**src/hw/gpio_freq_status_consts.svh**
```systemverilog
`ifndef GPIO_FREQ_STATUS_CONSTS_SVH
`define GPIO_FREQ_STATUS_CONSTS_SVH

// register indexes; byte address is four times the index
`define IDX_MAILBOX_A      8'h18
`define IDX_MAILBOX_B      8'h19
`define IDX_PIN_CFG        8'h1A
`define IDX_EDGE_COUNT     8'h1B
`define IDX_LINK_STATUS    8'h1C
`define IDX_IRQ_STATUS     8'h20
`define IDX_IRQ_MASK       8'h21
`define IDX_PIN_LEVEL      8'h22

// reset values
`define RST_MAILBOX_A      8'h00
`define RST_MAILBOX_B      8'h01
`define RST_PIN_CFG        8'h00
`define RST_IRQ_MASK       8'h00

// link status field positions
`define STS_DUAL_BIT       4
`define STS_AUDIO_BIT      3
`define STS_LOCK_BIT       0
`define STS_FIXED_ONES     8'h20

// interrupt status field positions
`define IRQ_DONE_BIT       0
`define IRQ_LOCK_LOST_BIT  1
`define IRQ_AUDIO_LOST_BIT 2

// timing
`define CLK_PERIOD_NS      8
`define OSC_PERIOD_NS      40
`define OSC_CYCLES         ((`OSC_PERIOD_NS + `CLK_PERIOD_NS - 1) / `CLK_PERIOD_NS)
`define EDGE_COUNT_MAX     8'hFF

`endif

```
**src/hw/gpio_freq_status_pkg.sv**
```systemverilog
package gpio_freq_status_pkg;

    // pad mode encoded as {direction, enable}
    typedef enum logic [1:0] {
        PAD_FUNC  = 2'b00,
        PAD_DRIVE = 2'b01,
        PAD_TRI   = 2'b10,
        PAD_INPUT = 2'b11
    } pad_mode_e;

    typedef struct packed {
        logic global_out_value;
        logic reserved_6;
        logic global_direction;
        logic global_enable;
        logic pin_nine_out_value;
        logic reserved_2;
        logic pin_nine_direction;
        logic pin_nine_enable;
    } pin_cfg_s;

    typedef enum logic {
        CNT_IDLE = 1'b0,
        CNT_RUN  = 1'b1
    } cnt_state_e;

endpackage : gpio_freq_status_pkg

```
**src/hw/pad_pair_decode.sv**
```systemverilog
`timescale 1ns/10ps
module pad_pair_decode (
    input  wire logic                            direction_in,
    input  wire logic                            enable_in,
    output gpio_freq_status_pkg::pad_mode_e      mode_out
);
    always_comb begin
        case ({direction_in, enable_in})
            2'b00:   mode_out = gpio_freq_status_pkg::PAD_FUNC;
            2'b10:   mode_out = gpio_freq_status_pkg::PAD_TRI;
            2'b01:   mode_out = gpio_freq_status_pkg::PAD_DRIVE;
            2'b11:   mode_out = gpio_freq_status_pkg::PAD_INPUT;
            default: mode_out = gpio_freq_status_pkg::PAD_TRI;
        endcase
    end
endmodule : pad_pair_decode

```
**src/hw/freq_edge_counter.sv**
```systemverilog
`timescale 1ns/10ps
`include "gpio_freq_status_consts.svh"
module freq_edge_counter #(
    parameter int OSC_CYCLES = `OSC_CYCLES
) (
    input  wire logic       clk_in,
    input  wire logic       rst_n_in,
    input  wire logic       start_in,
    input  wire logic [7:0] periods_in,
    input  wire logic       pix_clk_in,
    output logic      [7:0] count_out,
    output logic            busy_out,
    output logic            done_out
);
    localparam int OW = (OSC_CYCLES < 2) ? 1 : $clog2(OSC_CYCLES);

    generate
        if (OSC_CYCLES < 1) begin : g_bad_osc
            $error("freq_edge_counter: OSC_CYCLES must be at least 1");
        end
    endgenerate

    gpio_freq_status_pkg::cnt_state_e state_q;
    logic                             pix_s1_q;
    logic                             pix_s2_q;
    logic                             pix_s3_q;
    logic                             pix_rise;
    logic [OW-1:0]                    osc_q;
    logic [7:0]                       left_q;
    logic [7:0]                       count_q;
    logic                             done_q;
    logic                             osc_wrap;

    // pixel clock is sampled as a level; it must stay below half of clk_in
    always_ff @(posedge clk_in or negedge rst_n_in) begin
        if (!rst_n_in) begin
            pix_s1_q <= 1'b0;
            pix_s2_q <= 1'b0;
            pix_s3_q <= 1'b0;
        end else begin
            pix_s1_q <= pix_clk_in;
            pix_s2_q <= pix_s1_q;
            pix_s3_q <= pix_s2_q;
        end
    end

    assign pix_rise = pix_s2_q & ~pix_s3_q;
    assign osc_wrap = (osc_q == OW'(OSC_CYCLES - 1));

    always_ff @(posedge clk_in or negedge rst_n_in) begin
        if (!rst_n_in) begin
            state_q <= gpio_freq_status_pkg::CNT_IDLE;
            osc_q   <= '0;
            left_q  <= 8'h00;
            count_q <= 8'h00;
            done_q  <= 1'b0;
        end else begin
            done_q <= 1'b0;
            if (start_in) begin
                // restart drops any measurement in flight
                osc_q   <= '0;
                left_q  <= periods_in;
                count_q <= 8'h00;
                if (periods_in == 8'h00) begin
                    state_q <= gpio_freq_status_pkg::CNT_IDLE;
                    done_q  <= 1'b1;
                end else begin
                    state_q <= gpio_freq_status_pkg::CNT_RUN;
                end
            end else begin
                case (state_q)
                    gpio_freq_status_pkg::CNT_RUN: begin
                        if (pix_rise && count_q != `EDGE_COUNT_MAX) begin
                            count_q <= count_q + 8'h01;
                        end
                        if (osc_wrap) begin
                            osc_q  <= '0;
                            left_q <= left_q - 8'h01;
                            if (left_q == 8'h01) begin
                                state_q <= gpio_freq_status_pkg::CNT_IDLE;
                                done_q  <= 1'b1;
                            end
                        end else begin
                            osc_q <= osc_q + OW'(1);
                        end
                    end
                    default: begin
                        state_q <= gpio_freq_status_pkg::CNT_IDLE;
                    end
                endcase
            end
        end
    end

    assign count_out = count_q;
    assign busy_out  = (state_q == gpio_freq_status_pkg::CNT_RUN);
    assign done_out  = done_q;
endmodule : freq_edge_counter

```
**src/hw/gpio_freq_status_regs.sv**
```systemverilog
// The implementer's own choice: the Avalon-MM register port.
`timescale 1ns/10ps
`include "gpio_freq_status_consts.svh"
module gpio_freq_status_regs #(
    parameter int OSC_CYCLES = `OSC_CYCLES
) (
    input  wire logic        clk_in,
    input  wire logic        rst_n_in,
    input  wire logic [7:0]  avs_address_in,
    input  wire logic        avs_read_in,
    input  wire logic        avs_write_in,
    input  wire logic [31:0] avs_writedata_in,
    input  wire logic [3:0]  avs_byteenable_in,
    output logic      [31:0] avs_readdata_out,
    output logic             avs_waitrequest_out,
    output logic             irq_out,
    input  wire logic        pix_clk_in,
    input  wire logic        dual_link_active_in,
    input  wire logic        audio_pll_locked_in,
    input  wire logic        cdr_lock_ch0_in,
    input  wire logic        cdr_lock_ch1_in,
    input  wire logic        remote_ctrl_in,
    input  wire logic        remote_value_in,
    input  wire logic        functional_data_in,
    input  wire logic        pin_nine_pad_in,
    output logic             pin_nine_pad_out,
    output logic             pin_nine_pad_oe_out
);
    logic [7:0]                         mailbox_a_q;
    logic [7:0]                         mailbox_b_q;
    gpio_freq_status_pkg::pin_cfg_s     cfg_q;
    logic [7:0]                         irq_status_q;
    logic [7:0]                         irq_mask_q;
    logic                               wait_q;
    logic [31:0]                        rdata_q;
    logic                               irq_q;
    logic                               pad_out_q;
    logic                               pad_oe_q;
    logic                               pad_level_q;
    logic                               dual_q;
    logic                               audio_q;
    logic                               lock_q;
    logic                               lock_d;
    logic                               wr_take;
    logic                               rd_take;
    logic                               start_count;
    logic [7:0]                         edge_count;
    logic                               count_busy;
    logic                               count_done;
    logic [7:0]                         status_view;
    logic [7:0]                         irq_events;
    logic [7:0]                         rd_mux;
    logic                               irq_status_rd;
    logic                               pad_out_d;
    logic                               pad_oe_d;
    gpio_freq_status_pkg::pad_mode_e    local_mode;
    gpio_freq_status_pkg::pad_mode_e    global_mode;

    // bus: one wait cycle, then the answer; effects happen on the acknowledging edge
    assign wr_take       = avs_write_in && !wait_q;
    assign rd_take       = avs_read_in && !wait_q;
    assign start_count   = wr_take && avs_byteenable_in[0]
                           && (avs_address_in == `IDX_EDGE_COUNT);
    assign irq_status_rd = rd_take && (avs_address_in == `IDX_IRQ_STATUS);

    always_ff @(posedge clk_in or negedge rst_n_in) begin
        if (!rst_n_in) begin
            wait_q <= 1'b1;
        end else if (wait_q && (avs_read_in || avs_write_in)) begin
            wait_q <= 1'b0;
        end else begin
            wait_q <= 1'b1;
        end
    end

    // register writes; reserved config bits store like the others
    always_ff @(posedge clk_in or negedge rst_n_in) begin
        if (!rst_n_in) begin
            mailbox_a_q <= `RST_MAILBOX_A;
            mailbox_b_q <= `RST_MAILBOX_B;
            cfg_q       <= `RST_PIN_CFG;
            irq_mask_q  <= `RST_IRQ_MASK;
        end else if (wr_take && avs_byteenable_in[0]) begin
            case (avs_address_in)
                `IDX_MAILBOX_A: mailbox_a_q <= avs_writedata_in[7:0];
                `IDX_MAILBOX_B: mailbox_b_q <= avs_writedata_in[7:0];
                `IDX_PIN_CFG:   cfg_q       <= avs_writedata_in[7:0];
                `IDX_IRQ_MASK:  irq_mask_q  <= avs_writedata_in[7:0];
                default:        mailbox_a_q <= mailbox_a_q;
            endcase
        end
    end

    // status inputs are taken as synchronous levels
    assign lock_d = cdr_lock_ch0_in && (!dual_link_active_in || cdr_lock_ch1_in);

    always_ff @(posedge clk_in or negedge rst_n_in) begin
        if (!rst_n_in) begin
            dual_q      <= 1'b0;
            audio_q     <= 1'b0;
            lock_q      <= 1'b0;
            pad_level_q <= 1'b0;
        end else begin
            dual_q      <= dual_link_active_in;
            audio_q     <= audio_pll_locked_in;
            lock_q      <= lock_d;
            pad_level_q <= pin_nine_pad_in;
        end
    end

    always_comb begin
        status_view                 = `STS_FIXED_ONES;
        status_view[`STS_DUAL_BIT]  = dual_q;
        status_view[`STS_AUDIO_BIT] = audio_q;
        status_view[`STS_LOCK_BIT]  = lock_q;
    end

    // sticky events: measurement done, lock lost, audio lock lost
    always_comb begin
        irq_events                      = 8'h00;
        irq_events[`IRQ_DONE_BIT]       = count_done;
        irq_events[`IRQ_LOCK_LOST_BIT]  = lock_q && !lock_d;
        irq_events[`IRQ_AUDIO_LOST_BIT] = audio_q && !audio_pll_locked_in;
    end

    // a read clears the sticky bits, but an event on that same edge survives
    always_ff @(posedge clk_in or negedge rst_n_in) begin
        if (!rst_n_in) begin
            irq_status_q <= 8'h00;
        end else if (irq_status_rd) begin
            irq_status_q <= irq_events;
        end else begin
            irq_status_q <= irq_status_q | irq_events;
        end
    end

    always_ff @(posedge clk_in or negedge rst_n_in) begin
        if (!rst_n_in) begin
            irq_q <= 1'b0;
        end else begin
            irq_q <= |(irq_status_q & irq_mask_q);
        end
    end

    always_comb begin
        case (avs_address_in)
            `IDX_MAILBOX_A:   rd_mux = mailbox_a_q;
            `IDX_MAILBOX_B:   rd_mux = mailbox_b_q;
            `IDX_PIN_CFG:     rd_mux = cfg_q;
            `IDX_EDGE_COUNT:  rd_mux = edge_count;
            `IDX_LINK_STATUS: rd_mux = status_view;
            `IDX_IRQ_STATUS:  rd_mux = irq_status_q;
            `IDX_IRQ_MASK:    rd_mux = irq_mask_q;
            `IDX_PIN_LEVEL:   rd_mux = {6'h00, count_busy, pad_level_q};
            default:          rd_mux = 8'h00;
        endcase
    end

    // read data is latched while waitrequest is still high, so it stands at the taking edge
    always_ff @(posedge clk_in or negedge rst_n_in) begin
        if (!rst_n_in) begin
            rdata_q <= 32'h0000_0000;
        end else if (wait_q && avs_read_in) begin
            rdata_q <= {24'h00_0000, rd_mux};
        end
    end

    freq_edge_counter #(
        .OSC_CYCLES (OSC_CYCLES)
    ) u_counter (
        .clk_in     (clk_in),
        .rst_n_in   (rst_n_in),
        .start_in   (start_count),
        .periods_in (avs_writedata_in[7:0]),
        .pix_clk_in (pix_clk_in),
        .count_out  (edge_count),
        .busy_out   (count_busy),
        .done_out   (count_done)
    );

    pad_pair_decode u_local_decode (
        .direction_in (cfg_q.pin_nine_direction),
        .enable_in    (cfg_q.pin_nine_enable),
        .mode_out     (local_mode)
    );

    pad_pair_decode u_global_decode (
        .direction_in (cfg_q.global_direction),
        .enable_in    (cfg_q.global_enable),
        .mode_out     (global_mode)
    );

    // pin nine pad: own pair wins whenever it is not functional
    always_comb begin
        pad_out_d = 1'b0;
        pad_oe_d  = 1'b0;
        if (local_mode != gpio_freq_status_pkg::PAD_FUNC) begin
            case (local_mode)
                gpio_freq_status_pkg::PAD_DRIVE: begin
                    pad_oe_d  = 1'b1;
                    pad_out_d = remote_ctrl_in ? remote_value_in
                                               : cfg_q.pin_nine_out_value;
                end
                default: begin
                    pad_oe_d = 1'b0;
                end
            endcase
        end else begin
            case (global_mode)
                gpio_freq_status_pkg::PAD_FUNC: begin
                    pad_oe_d  = 1'b1;
                    pad_out_d = functional_data_in;
                end
                gpio_freq_status_pkg::PAD_DRIVE: begin
                    pad_oe_d  = 1'b1;
                    pad_out_d = cfg_q.global_out_value;
                end
                default: begin
                    pad_oe_d = 1'b0;
                end
            endcase
        end
    end

    // registered pad drive costs one cycle of latency but keeps the pin glitch free
    always_ff @(posedge clk_in or negedge rst_n_in) begin
        if (!rst_n_in) begin
            pad_out_q <= 1'b0;
            pad_oe_q  <= 1'b0;
        end else begin
            pad_out_q <= pad_out_d;
            pad_oe_q  <= pad_oe_d;
        end
    end

    assign avs_readdata_out    = rdata_q;
    assign avs_waitrequest_out = wait_q;
    assign irq_out             = irq_q;
    assign pin_nine_pad_out    = pad_out_q;
    assign pin_nine_pad_oe_out = pad_oe_q;
endmodule : gpio_freq_status_regs

```
**config.mk**
```make
export PLATFORM = sky130hd
export DESIGN_NAME = gpio_freq_status_regs
export DESIGN_NICKNAME = d
export VERILOG_FILES = /design/src/hw/gpio_freq_status_pkg.sv /design/src/hw/pad_pair_decode.sv /design/src/hw/freq_edge_counter.sv /design/src/hw/gpio_freq_status_regs.sv
export VERILOG_INCLUDE_DIRS = /design/src /design/src/hw
export SDC_FILE = /design/constraint.sdc
export NUM_CORES = 1
export LEC_CHECK = 0
export ABC_AREA = 1
export CAP_MARGIN = 20
export CORE_UTILIZATION = 53
export DETAILED_ROUTE_END_ITERATION = 6
export DONT_BUFFER_PORTS = 1
export PLACE_DENSITY = 0.69
export SYNTH_ARGS = -nofsm -noshare
export SYNTH_HDL_FRONTEND = slang
export SYNTH_SLANG_ARGS = --single-unit
export TNS_END_PERCENT = 20
```
**constraint.sdc**
```tcl
create_clock -name clk_in -period 2.7 [get_ports clk_in]
set_input_delay 0.135 -clock clk_in [delete_from_list [all_inputs] [get_ports clk_in]]
set_output_delay 0.135 -clock clk_in [all_outputs]
set_load 0.05 [all_outputs]
```
After elaboration in Yosys (flattened, before gate mapping)
Cells that the tools add are included.

Input bits: 57. Bits in read-only memories: 0. Bits in latches: 0. Bits in writable memories: 0. Memories: 0. Bits in registers: 80.

Magnitude comparators: 0. Bitwise gates (word level): 4. Multiply operators: 0. Shift operators: 0. Add/subtract/negate cells: 3. Divide/modulo/power cells: 0. Equality and inequality tests: 19. Reductions and logical operators: 33. Multiplexer cells: 31.

Operators with widths (number): 8-bit one-hot mux with 8 select lines (1); 8-bit 2-to-1 mux (7); 8-bit by 5-bit equality test with 1-bit output, second input constant (5); 8-bit by 6-bit equality test with 1-bit output, second input constant (3); 1-bit 2-to-1 mux (17); 2-bit one-hot mux with 4 select lines (2); 2-bit AND reduction (6); 1-bit logical AND (11); 3-bit 2-to-1 mux (3); 8-bit by 1-bit adder with 8-bit output, second input constant (1); 8-bit bitwise AND (1); 2-bit by 1-bit equality test with 1-bit output, second input constant (4); 2-bit equality test, second input constant (4); 8-bit by 1-bit equality test with 1-bit output, second input constant (1); 8-bit zero test (1); 8-bit != test, second input constant (1); 8-bit by 3-bit OR with 8-bit output (1); 2-bit nonzero test (4); 8-bit OR reduction (1); 8-bit by 1-bit subtractor with 8-bit output, second input constant (1); 2-bit zero test (3); 1-bit zero test (4); 3-bit by 1-bit adder with 3-bit output, second input constant (1); 3-bit equality test, second input constant (1); 5 further kinds (6).

Logic depth before layout (Yosys ltp)
Gate-level depths: netlist of run 1.

Depth in word-level cells: 7. Mapped depth: 11.

Cells and area by module
A second synthesis of run 1 with hierarchy kept.

Cell total of the unflattened synthesis: 535. Area, all modules: 4277.9 um2.

Modules (own cells, without submodules): gpio_freq_status_regs (sequential area each 1278.7 um2, instances 1, area each 2894.0 um2, cells an instance 349); freq_edge_counter (sequential area each 600.6 um2, instances 1, area each 1368.8 um2, cells an instance 182); pad_pair_decode (sequential area each 0.0 um2, instances 2, area each 7.5 um2, cells an instance 2).

Least setup slack after synthesis of run 1
Ideal clock, no wire load.

Kind: flip-flop to flip-flop. From: register wait_q (netlist: avs_waitrequest_out). To: register u_counter.left_q[2]. Stages on the path, launching flop included: 11. Period minus slack after synthesis: 1680 ps. Setup time: 126 ps. Buffers on the path: 1. Path slack: 1020 ps. Arrival time: 1553 ps. Cell sequence: dfstp_2 inv_1 nand3_1 inv_2 nand3_4 nand2_2 nand2_4 inv_2 buf_6 nand2_1 o21ai_0.

Longest elaborated chain between the ends: 6. Elaborated cells between the ends (all ways): 8. Classes of those cells: mux: 1; reduce/logical: 7.

Ends and longest elaborated chain: start: declaration (RTL line gpio_freq_status_regs.sv:34) `logic wait_q;`; start signal: assignment (RTL line gpio_freq_status_regs.sv:68) `wait_q <= 1'b1;`; start signal: assignment (RTL line gpio_freq_status_regs.sv:70) `wait_q <= 1'b0;`; start signal: assignment (RTL line gpio_freq_status_regs.sv:72) `wait_q <= 1'b1;`; 1-bit zero test (*) (RTL line gpio_freq_status_regs.sv:60) `assign wr_take = avs_write_in && !wait_q;`; 1-bit logical AND (*) (RTL line gpio_freq_status_regs.sv:60); 1-bit logical AND (*) (2 in series) (RTL line gpio_freq_status_regs.sv:62) `assign start_count = wr_take && avs_byteenable_in[0]`; 2-bit nonzero test (no source line); 2-bit AND reduction (no source line); end signal: assignment (RTL line freq_edge_counter.sv:62) `left_q <= periods_in;`; end signal: assignment (RTL line freq_edge_counter.sv:78) `left_q <= left_q - 8'h01;`; end: declaration (RTL line freq_edge_counter.sv:29) `logic [7:0] left_q;`.

Every way passes the cells marked *; elsewhere a longest branch is shown, timed or not. A chain may end at the register's enable or synchronous reset.

Final worst setup path of run 1
From: register wait_q (netlist: avs_waitrequest_out). To: register u_counter.left_q[1].

The elaborated chain is that of the path after synthesis.

==> results of run 1 <==
-- power by group --
group | internal [mW] | total, mW | switching, mW
logic | 0.0528 | 0.234 | 0.181
registers | 1.16 | 1.20 | 0.0393
clock network | 0.570 | 0.983 | 0.413
total | 1.78 | 2.41 | 0.633
-- path summary, 6_finish.rpt --
check	depth (start not counted)	endpoint	slack (ns)	startpoint
min in group asynchronous	2	irq_status_q[0]$_DFF_PN0_	0.40	rst_n_in
worst max register to register	9	u_counter.left_q[1]$_DFFE_PN0P_	0.75	avs_waitrequest_out$_DFF_PN1_
worst min register to register	0	u_counter.pix_s2_q$_DFF_PN0_	0.35	u_counter.pix_s1_q$_DFF_PN0_
max in group asynchronous	2	avs_waitrequest_out$_DFF_PN1_	1.98	rst_n_in
worst min-delay path	4	u_counter.left_q[1]$_DFFE_PN0P_	0.03	avs_writedata_in[1]
worst max-delay path	9	u_counter.left_q[1]$_DFFE_PN0P_	0.75	avs_waitrequest_out$_DFF_PN1_
-- layout make-up --
class	instances	area (sq um)	area share [%]
Inverter	52	195	4.43
Clock buffer	12	155	3.52
Clock inverter	4	72.6	1.65
Multi-Input combinational cell	388	1830	41.6
Timing Repair Buffer	13	145	3.29
Tap cell	99	124	2.81
Sequential cell	75	1880	42.7
-- placed cells by master, fill, tap and decap left out, types with 2 or more instances in the layout --
| cell type | count |
|---|---|
| o21ai_0 | 46 |
| bufinv_16 | 2 |
| a21oi_1 | 5 |
| inv_2 | 3 |
| conb_1 | 24 |
| nand2_1 | 165 |
| nor2_4 | 2 |
| nand3_2 | 2 |
| clkbuf_8 | 11 |
| dfrtp_1 | 73 |
| nor3_1 | 3 |
| nand2_4 | 3 |
| o21ai_1 | 5 |
| nand2_2 | 5 |
| o22ai_1 | 2 |
| nand4_1 | 7 |
| nand3_1 | 69 |
| nor2_1 | 29 |
| dfstp_2 | 2 |
| ha_1 | 5 |
| dlygate4sd3_1 | 11 |
| nor2_2 | 3 |
| inv_1 | 49 |
| xor2_1 | 6 |
-- routing by layer --
| layer | part of all wire (%) | up-vias | wire, um |
|---|---|---|---|
| met5 | 0 | - | 0 |
| li1 | - | 1666 | - |
| met3 | 7.4 | 16 | 681 |
| met1 | 47 | 1531 | 4280 |
| met4 | 1.8 | 0 | 167 |
| met2 | 44 | 140 | 4070 |
-- per-stage QoR --
step	instances	utilization, %
after floorplan	549	-
after global placement	615	55.1
after detailed placement	615	55.1
after CTS	643	60.1
after global routing	643	60.1
final	643	60.1
-- critical path, stage by stage, from the launching register on --
cell and delay [ns]:
dfstp_2 0.71, inv_1 0.10, nand3_1 0.16, inv_2 0.12, nand3_4 0.23, nand2_2 0.11
nand2_4 0.13, inv_2 0.10, nand2_1 0.07, o21ai_0 0.08
-- kinds of logic (layout without fill, tap and decap cells) --
family                     after synthesis  in the layout
AOI/OAI and AO/OA                       60             60
adders and majority gates                5              5
xor gates and xnor gates                 7              7
other                                    1             24
buffers and inverters                   86             81
and+or+nand+nor                        292            292
DFF                                     75             75
-- registers in the layout (all words and copies together), names as in the netlist, 3 cells and up --
signal and count:
avs_readdata_out 8, cfg_q 8, irq_mask_q 8, irq_status_q 3, mailbox_a_q 8, mailbox_b_q 8
u_counter.count_out 8, u_counter.left_q 8, u_counter.osc_q 3
==> metrics.txt, run 1 <==
Seq/Total Area, Yosys=46.3%; DP Worst Slack=0.756 ns; Detailed Route WL=9200 um; Final period util=72.4%; Cell variety after synth=32; HPWL Detailed=6380 um; FMAX=0.512 GHz; CTS Sinks=75; met2 usage=38.0%; Horiz. Die Dim=about 90 um; post-cts resize count=0; total CTS buffers=9; fin crit period=1.95 ns; hold crit path type=in2reg; initial core utilization=55.4%; Yosys reg bits=75; Yosys top cell by area=dfrtp_1; Area contributors post-synth=dfrtp_1 45%, nand2_1 15%, nand3_1 8.5%; slew margin rel.=a little under three fifths; GRT overflow=0; Post-CTS Setup Bufs=0; CTS tree=yes; Antenna Nets Post-Route=0; first-pass GRT wire length=15100 um; Syn Inst Count=526; Leak=2.33 nW; Placer Congestion=0.828; final worst clock skew=0.00655 ns; status=finished, final reports clean; Post-Place Cell Area=around 4000 sq um; clk buf depth=2; fraction of post-synthesis cell area in the top cell type by area=between 40 and 50%; Cell Area, Synth=4060 sq um; Pwr Total=around 2.4 mW; area grow syn2layout=8.54%; num ports=93; nets=601; Synth Area in Simple Gates=32.3%; drt drc=0; Final TNS setup=0 ns; multiplexer share of the synthesized area=0%; die footprint=between 8000 and 9000 sq um; peak supply drop=about 300 uV; Std-Cell Rows=31; WP data arrival=between 2 and 2.5 ns; count leader, synth=nand2_1; number of global-route vias before repair=3121; worst setup path class=reg2reg; Maximum Capacitance Violations=0; compound-cell area share of the yosys netlist=under 10%; number of diodes=0; final hold viol count=0; final slew viol count=0; Slew @ Worst Pin=between 0.6 and 0.7 ns; critical path startpoint category=register; GR peak layer=met2; M3 GR Usage=7.48%; ys flop type=dfrtp_1; clock-pin slew on the worst setup and hold paths=0.08 ns; RSZ-0062 raised after global routing=false; Pwr Density=548 nW/um^2; Post-Syn Area per Cell=7.72 sq um; endpoint type of the worst setup path=register; input/output buffers=0; GR Util met1=between 30 and 40%; share of cells above drive strength 1=under 10%; drt pass-1 iters=5; largest family of logic cells by synthesized area=simple AND/OR/NAND/NOR gates; fillers=roughly 670; Synth Area in XOR/XNOR=about 1.5%; DR WL/cell=approximately 14 um; Vias=3353; Yosys warning total=0; Post-synth EDFFs=0; CP max FO=19; Placeable Area=7330 sq um; hold_ws=approximately 0.026 ns; CTS root buf=clkbuf_8; asr flop ratio synth=100%; CP Data Required Time=between 2 and 3 ns; CTS H-tree lvls=3; initial antenna violation count=0; Synth top cells by count=165 x nand2_1, 73 x dfrtp_1, 69 x nand3_1, 49 x inv_1, 46 x o21ai_0; Hold Buf Count CTS=12; clk_lat worst skew=0.35 ns; largest net degree at the start of global routing=76; Via density=5.21; final setup violation count=0; Setup WS post-layout=roughly 0.75 ns; 1st-iter DRT viols=320; final standard cell area without fillers=approximately 4400 sq um; Die H=89.5 um; Post-Synth Adder-Cell Area=1.54%; GR Util All Layers=~26%
Note: power is estimated with default switching activity, not from simulation.
==> run 2: changes to the inputs <==
- clock period: 2.7 -> 1.9 ns (I/O delays scaled with it)
==> run 2 against run 1 <==
Critical path depth is 1 lower. Largest cell class unchanged. Clock-buffer cell count is 2 higher. Clock power is 22% higher. Clock skew is 0.0085 ns higher. Register-to-register slack worse by 0.58 ns. Wire length is 2.8% lower. Sequential share of layout area is 0.19 points lower. Combinational power is 49% higher. Highest routed layer unchanged. Die area stayed put. Cell area is 0.45% higher. Fmax is 12% higher. Worst setup slack worse by 0.58 ns.
==> metrics.txt, run 2 (synthesis results as in run 1) <==
status=finished, final reports clean; CP max FO=8 (-11); HPWL Detailed=6340 um (-0.57%); slew margin rel.=64.9% (+9.2 points); number of global-route vias before repair=3148 (+0.87%); crit path launch=u_counter.count_out[0]$_DFFE_PN0P_; Top cell by count, worst path=nand2_1; clk buf depth=2 (unchanged); hold crit path type=in2reg; Hold Path Origin=avs_writedata_in[7]; Pwr Density=732 nW/um^2 (+34%); initial core utilization=55.4% (unchanged); drt drc=0 (unchanged); Antenna Nets Post-Route=0 (unchanged); Buf/Inv on CP=0 (-3); clk_lat worst skew=0.36 ns (about the same); Final TNS setup=0 ns (unchanged); Die H=89.5 um (unchanged); CTS H-tree lvls=3 (unchanged); DR WL/cell=13.7 um (-3.9%); CP max stage cell=dfrtp_1; Placer Congestion=0.859 (+3.8%); Detailed Route WL=8940 um (-2.8%); Worst R2R Start=u_counter.count_out[0]$_DFFE_PN0P_; fillers=671 (-0.15%); first-pass GRT wire length=14700 um (-2.4%); FMAX=0.575 GHz (+12%); area grow syn2layout=9.03%; internal power=2.37 mW (+33%); Final period util=91.5% (+19 points); Leak=2.34 nW (+0.40%); WP data arrival=1.97 ns (-0.22 ns); 1st-iter DRT viols=196 (-39%); Placeable Area=7330 sq um (unchanged); Multi-input gate area=1830 sq um (unchanged); nets=608 (+1.2%); sequential fraction of design power=52.1% (+2.5 points); Std-Cell Rows=31 (unchanged); worst setup path class=reg2reg; Horiz. Die Dim=89.5 um (unchanged); Clk pwr share=37.1% (-3.6 points); initial antenna violation count=0 (unchanged); peak supply drop=349 uV (+14%); Maximum Capacitance Violations=0 (unchanged); Top Family by Delay on Critical Path=simple AND/OR/NAND/NOR gates; endpoint type of the worst setup path=register; Slew @ Worst Pin=0.522 ns (-0.139 ns); Via density=5.18 (-0.60%); die footprint=8010 sq um (unchanged); final slew viol count=0 (unchanged); Pwr Total=3.24 mW (+34%); CTS root buf=clkbuf_8; most frequent cells in the layout=165 x nand2_1, 73 x dfrtp_1, 69 x nand3_1; drt pass-1 iters=5 (unchanged); crit path cell chain=ha_1 -> nand2_1 -> nor3_2 -> nand3_1 -> nand2_2 -> nand2_1 -> nand3_1 -> nand2_1; largest net degree at the start of global routing=76 (unchanged); share of cells above drive strength 1=7.62% (+0.27 points); CP Data Required Time=2.13 ns (-0.81 ns); Gate power share=10.8% (+1.1 points); input/output buffers=0 (unchanged); commonest non-fill, non-tap cell in the layout=nand2_1; CTS Sinks=75 (unchanged); Vias=3369 (+0.48%); post-cts resize count=0 (unchanged); num ports=93 (unchanged); final hold viol count=0 (unchanged); number of diodes=0 (unchanged); fin crit period=1.74 ns (-0.215 ns); switching pwr=0.867 mW (+37%); switch share=26.8% (+0.53 points); clock-pin slew on the worst setup and hold paths=0.07 ns (about the same); total CTS buffers=9 (unchanged); storage element area=1880 sq um (unchanged); CTS tree=yes; final worst clock skew=0.0150 ns (+0.00849 ns); RSZ-0062 raised after global routing=false; GRT overflow=0 (unchanged); final setup violation count=0 (unchanged); GR Util All Layers=25.0% (-0.59 points); hold_ws=0.0155 ns (-0.0107 ns); Worst path max stage delay=0.41 ns (-0.30 ns); critical path startpoint category=register
-- run 2: metal layers --
metal / up-vias / routed length (um) / GRT usage (%)
li1: 1681 / - / -
met1: 1556 / 4220 / 33.6
met2: 123 / 4080 / 40.0
met3: 9 / 526 / 6.09
met4: 0 / 111 / 7.65
met5: - / 0 / 0
-- run 2: final timing paths --
path / end / cells after the start / slack (ns)
setup reg to reg: u_counter.count_out[2]$_DFFE_PN0P_ / 8 / 0.16
max in group asynchronous: mailbox_b_q[0]$_DFFE_PN1P_ / 2 / 1.27
hold reg to reg: u_counter.pix_s2_q$_DFF_PN0_ / 0 / 0.36
min in group asynchronous: avs_readdata_out[4]$_DFFE_PN0P_ / 2 / 0.28
hold / removal: cfg_q[7]$_DFFE_PN0P_ / 2 / 0.02
setup / recovery: u_counter.count_out[2]$_DFFE_PN0P_ / 8 / 0.16
-- run 2: final cells by class --
cell class | count | share of cell area (%)
flip-flops and latches | 75 | 42.5
multi-input cells | 388 | 41.4
repair buffers | 20 | 4.58
inverters | 52 | 4.41
clock buffers | 14 | 3.45
well taps | 99 | 2.80
clock inverters | 2 | 0.848
-- run 2: power by group through the flow --
| stage | clock network, mW | registers [mW] | logic (mW) |
|---|---|---|---|
| floorplan | 0 | 1.72 | 0.273 |
| global placement | 0 | 1.72 | 0.279 |
| detailed placement | 0 | 1.72 | 0.288 |
| CTS | 1.23 | 1.69 | 0.351 |
| global route | 1.30 | 1.69 | 0.392 |
| finish | 1.20 | 1.69 | 0.348 |
-- run 2: through the flow --
step | instances | util (%) | cell area [sq um] | worst slack (ns)
after CTS | 649 | 60.3 | 4420 | 0.175
final | 650 | 60.4 | 4430 | 0.161
after global placement | 619 | 55.5 | 4070 | 0.257
after global routing | 650 | 60.4 | 4430 | 0.0198
after floorplan | 549 | - | 4150 | 0.220
after detailed placement | 619 | 55.5 | 4070 | 0.188
-- run 2: what timing repair did --
| item | 4_1_cts | 5_1_grt |
|---|---|---|
| hold endpoints to repair | 87 | 0 |
| hold buffers | 14 | 0 |
| buffers inserted | 0 | 1 |
| setup endpoints to repair | 0 | 3 |
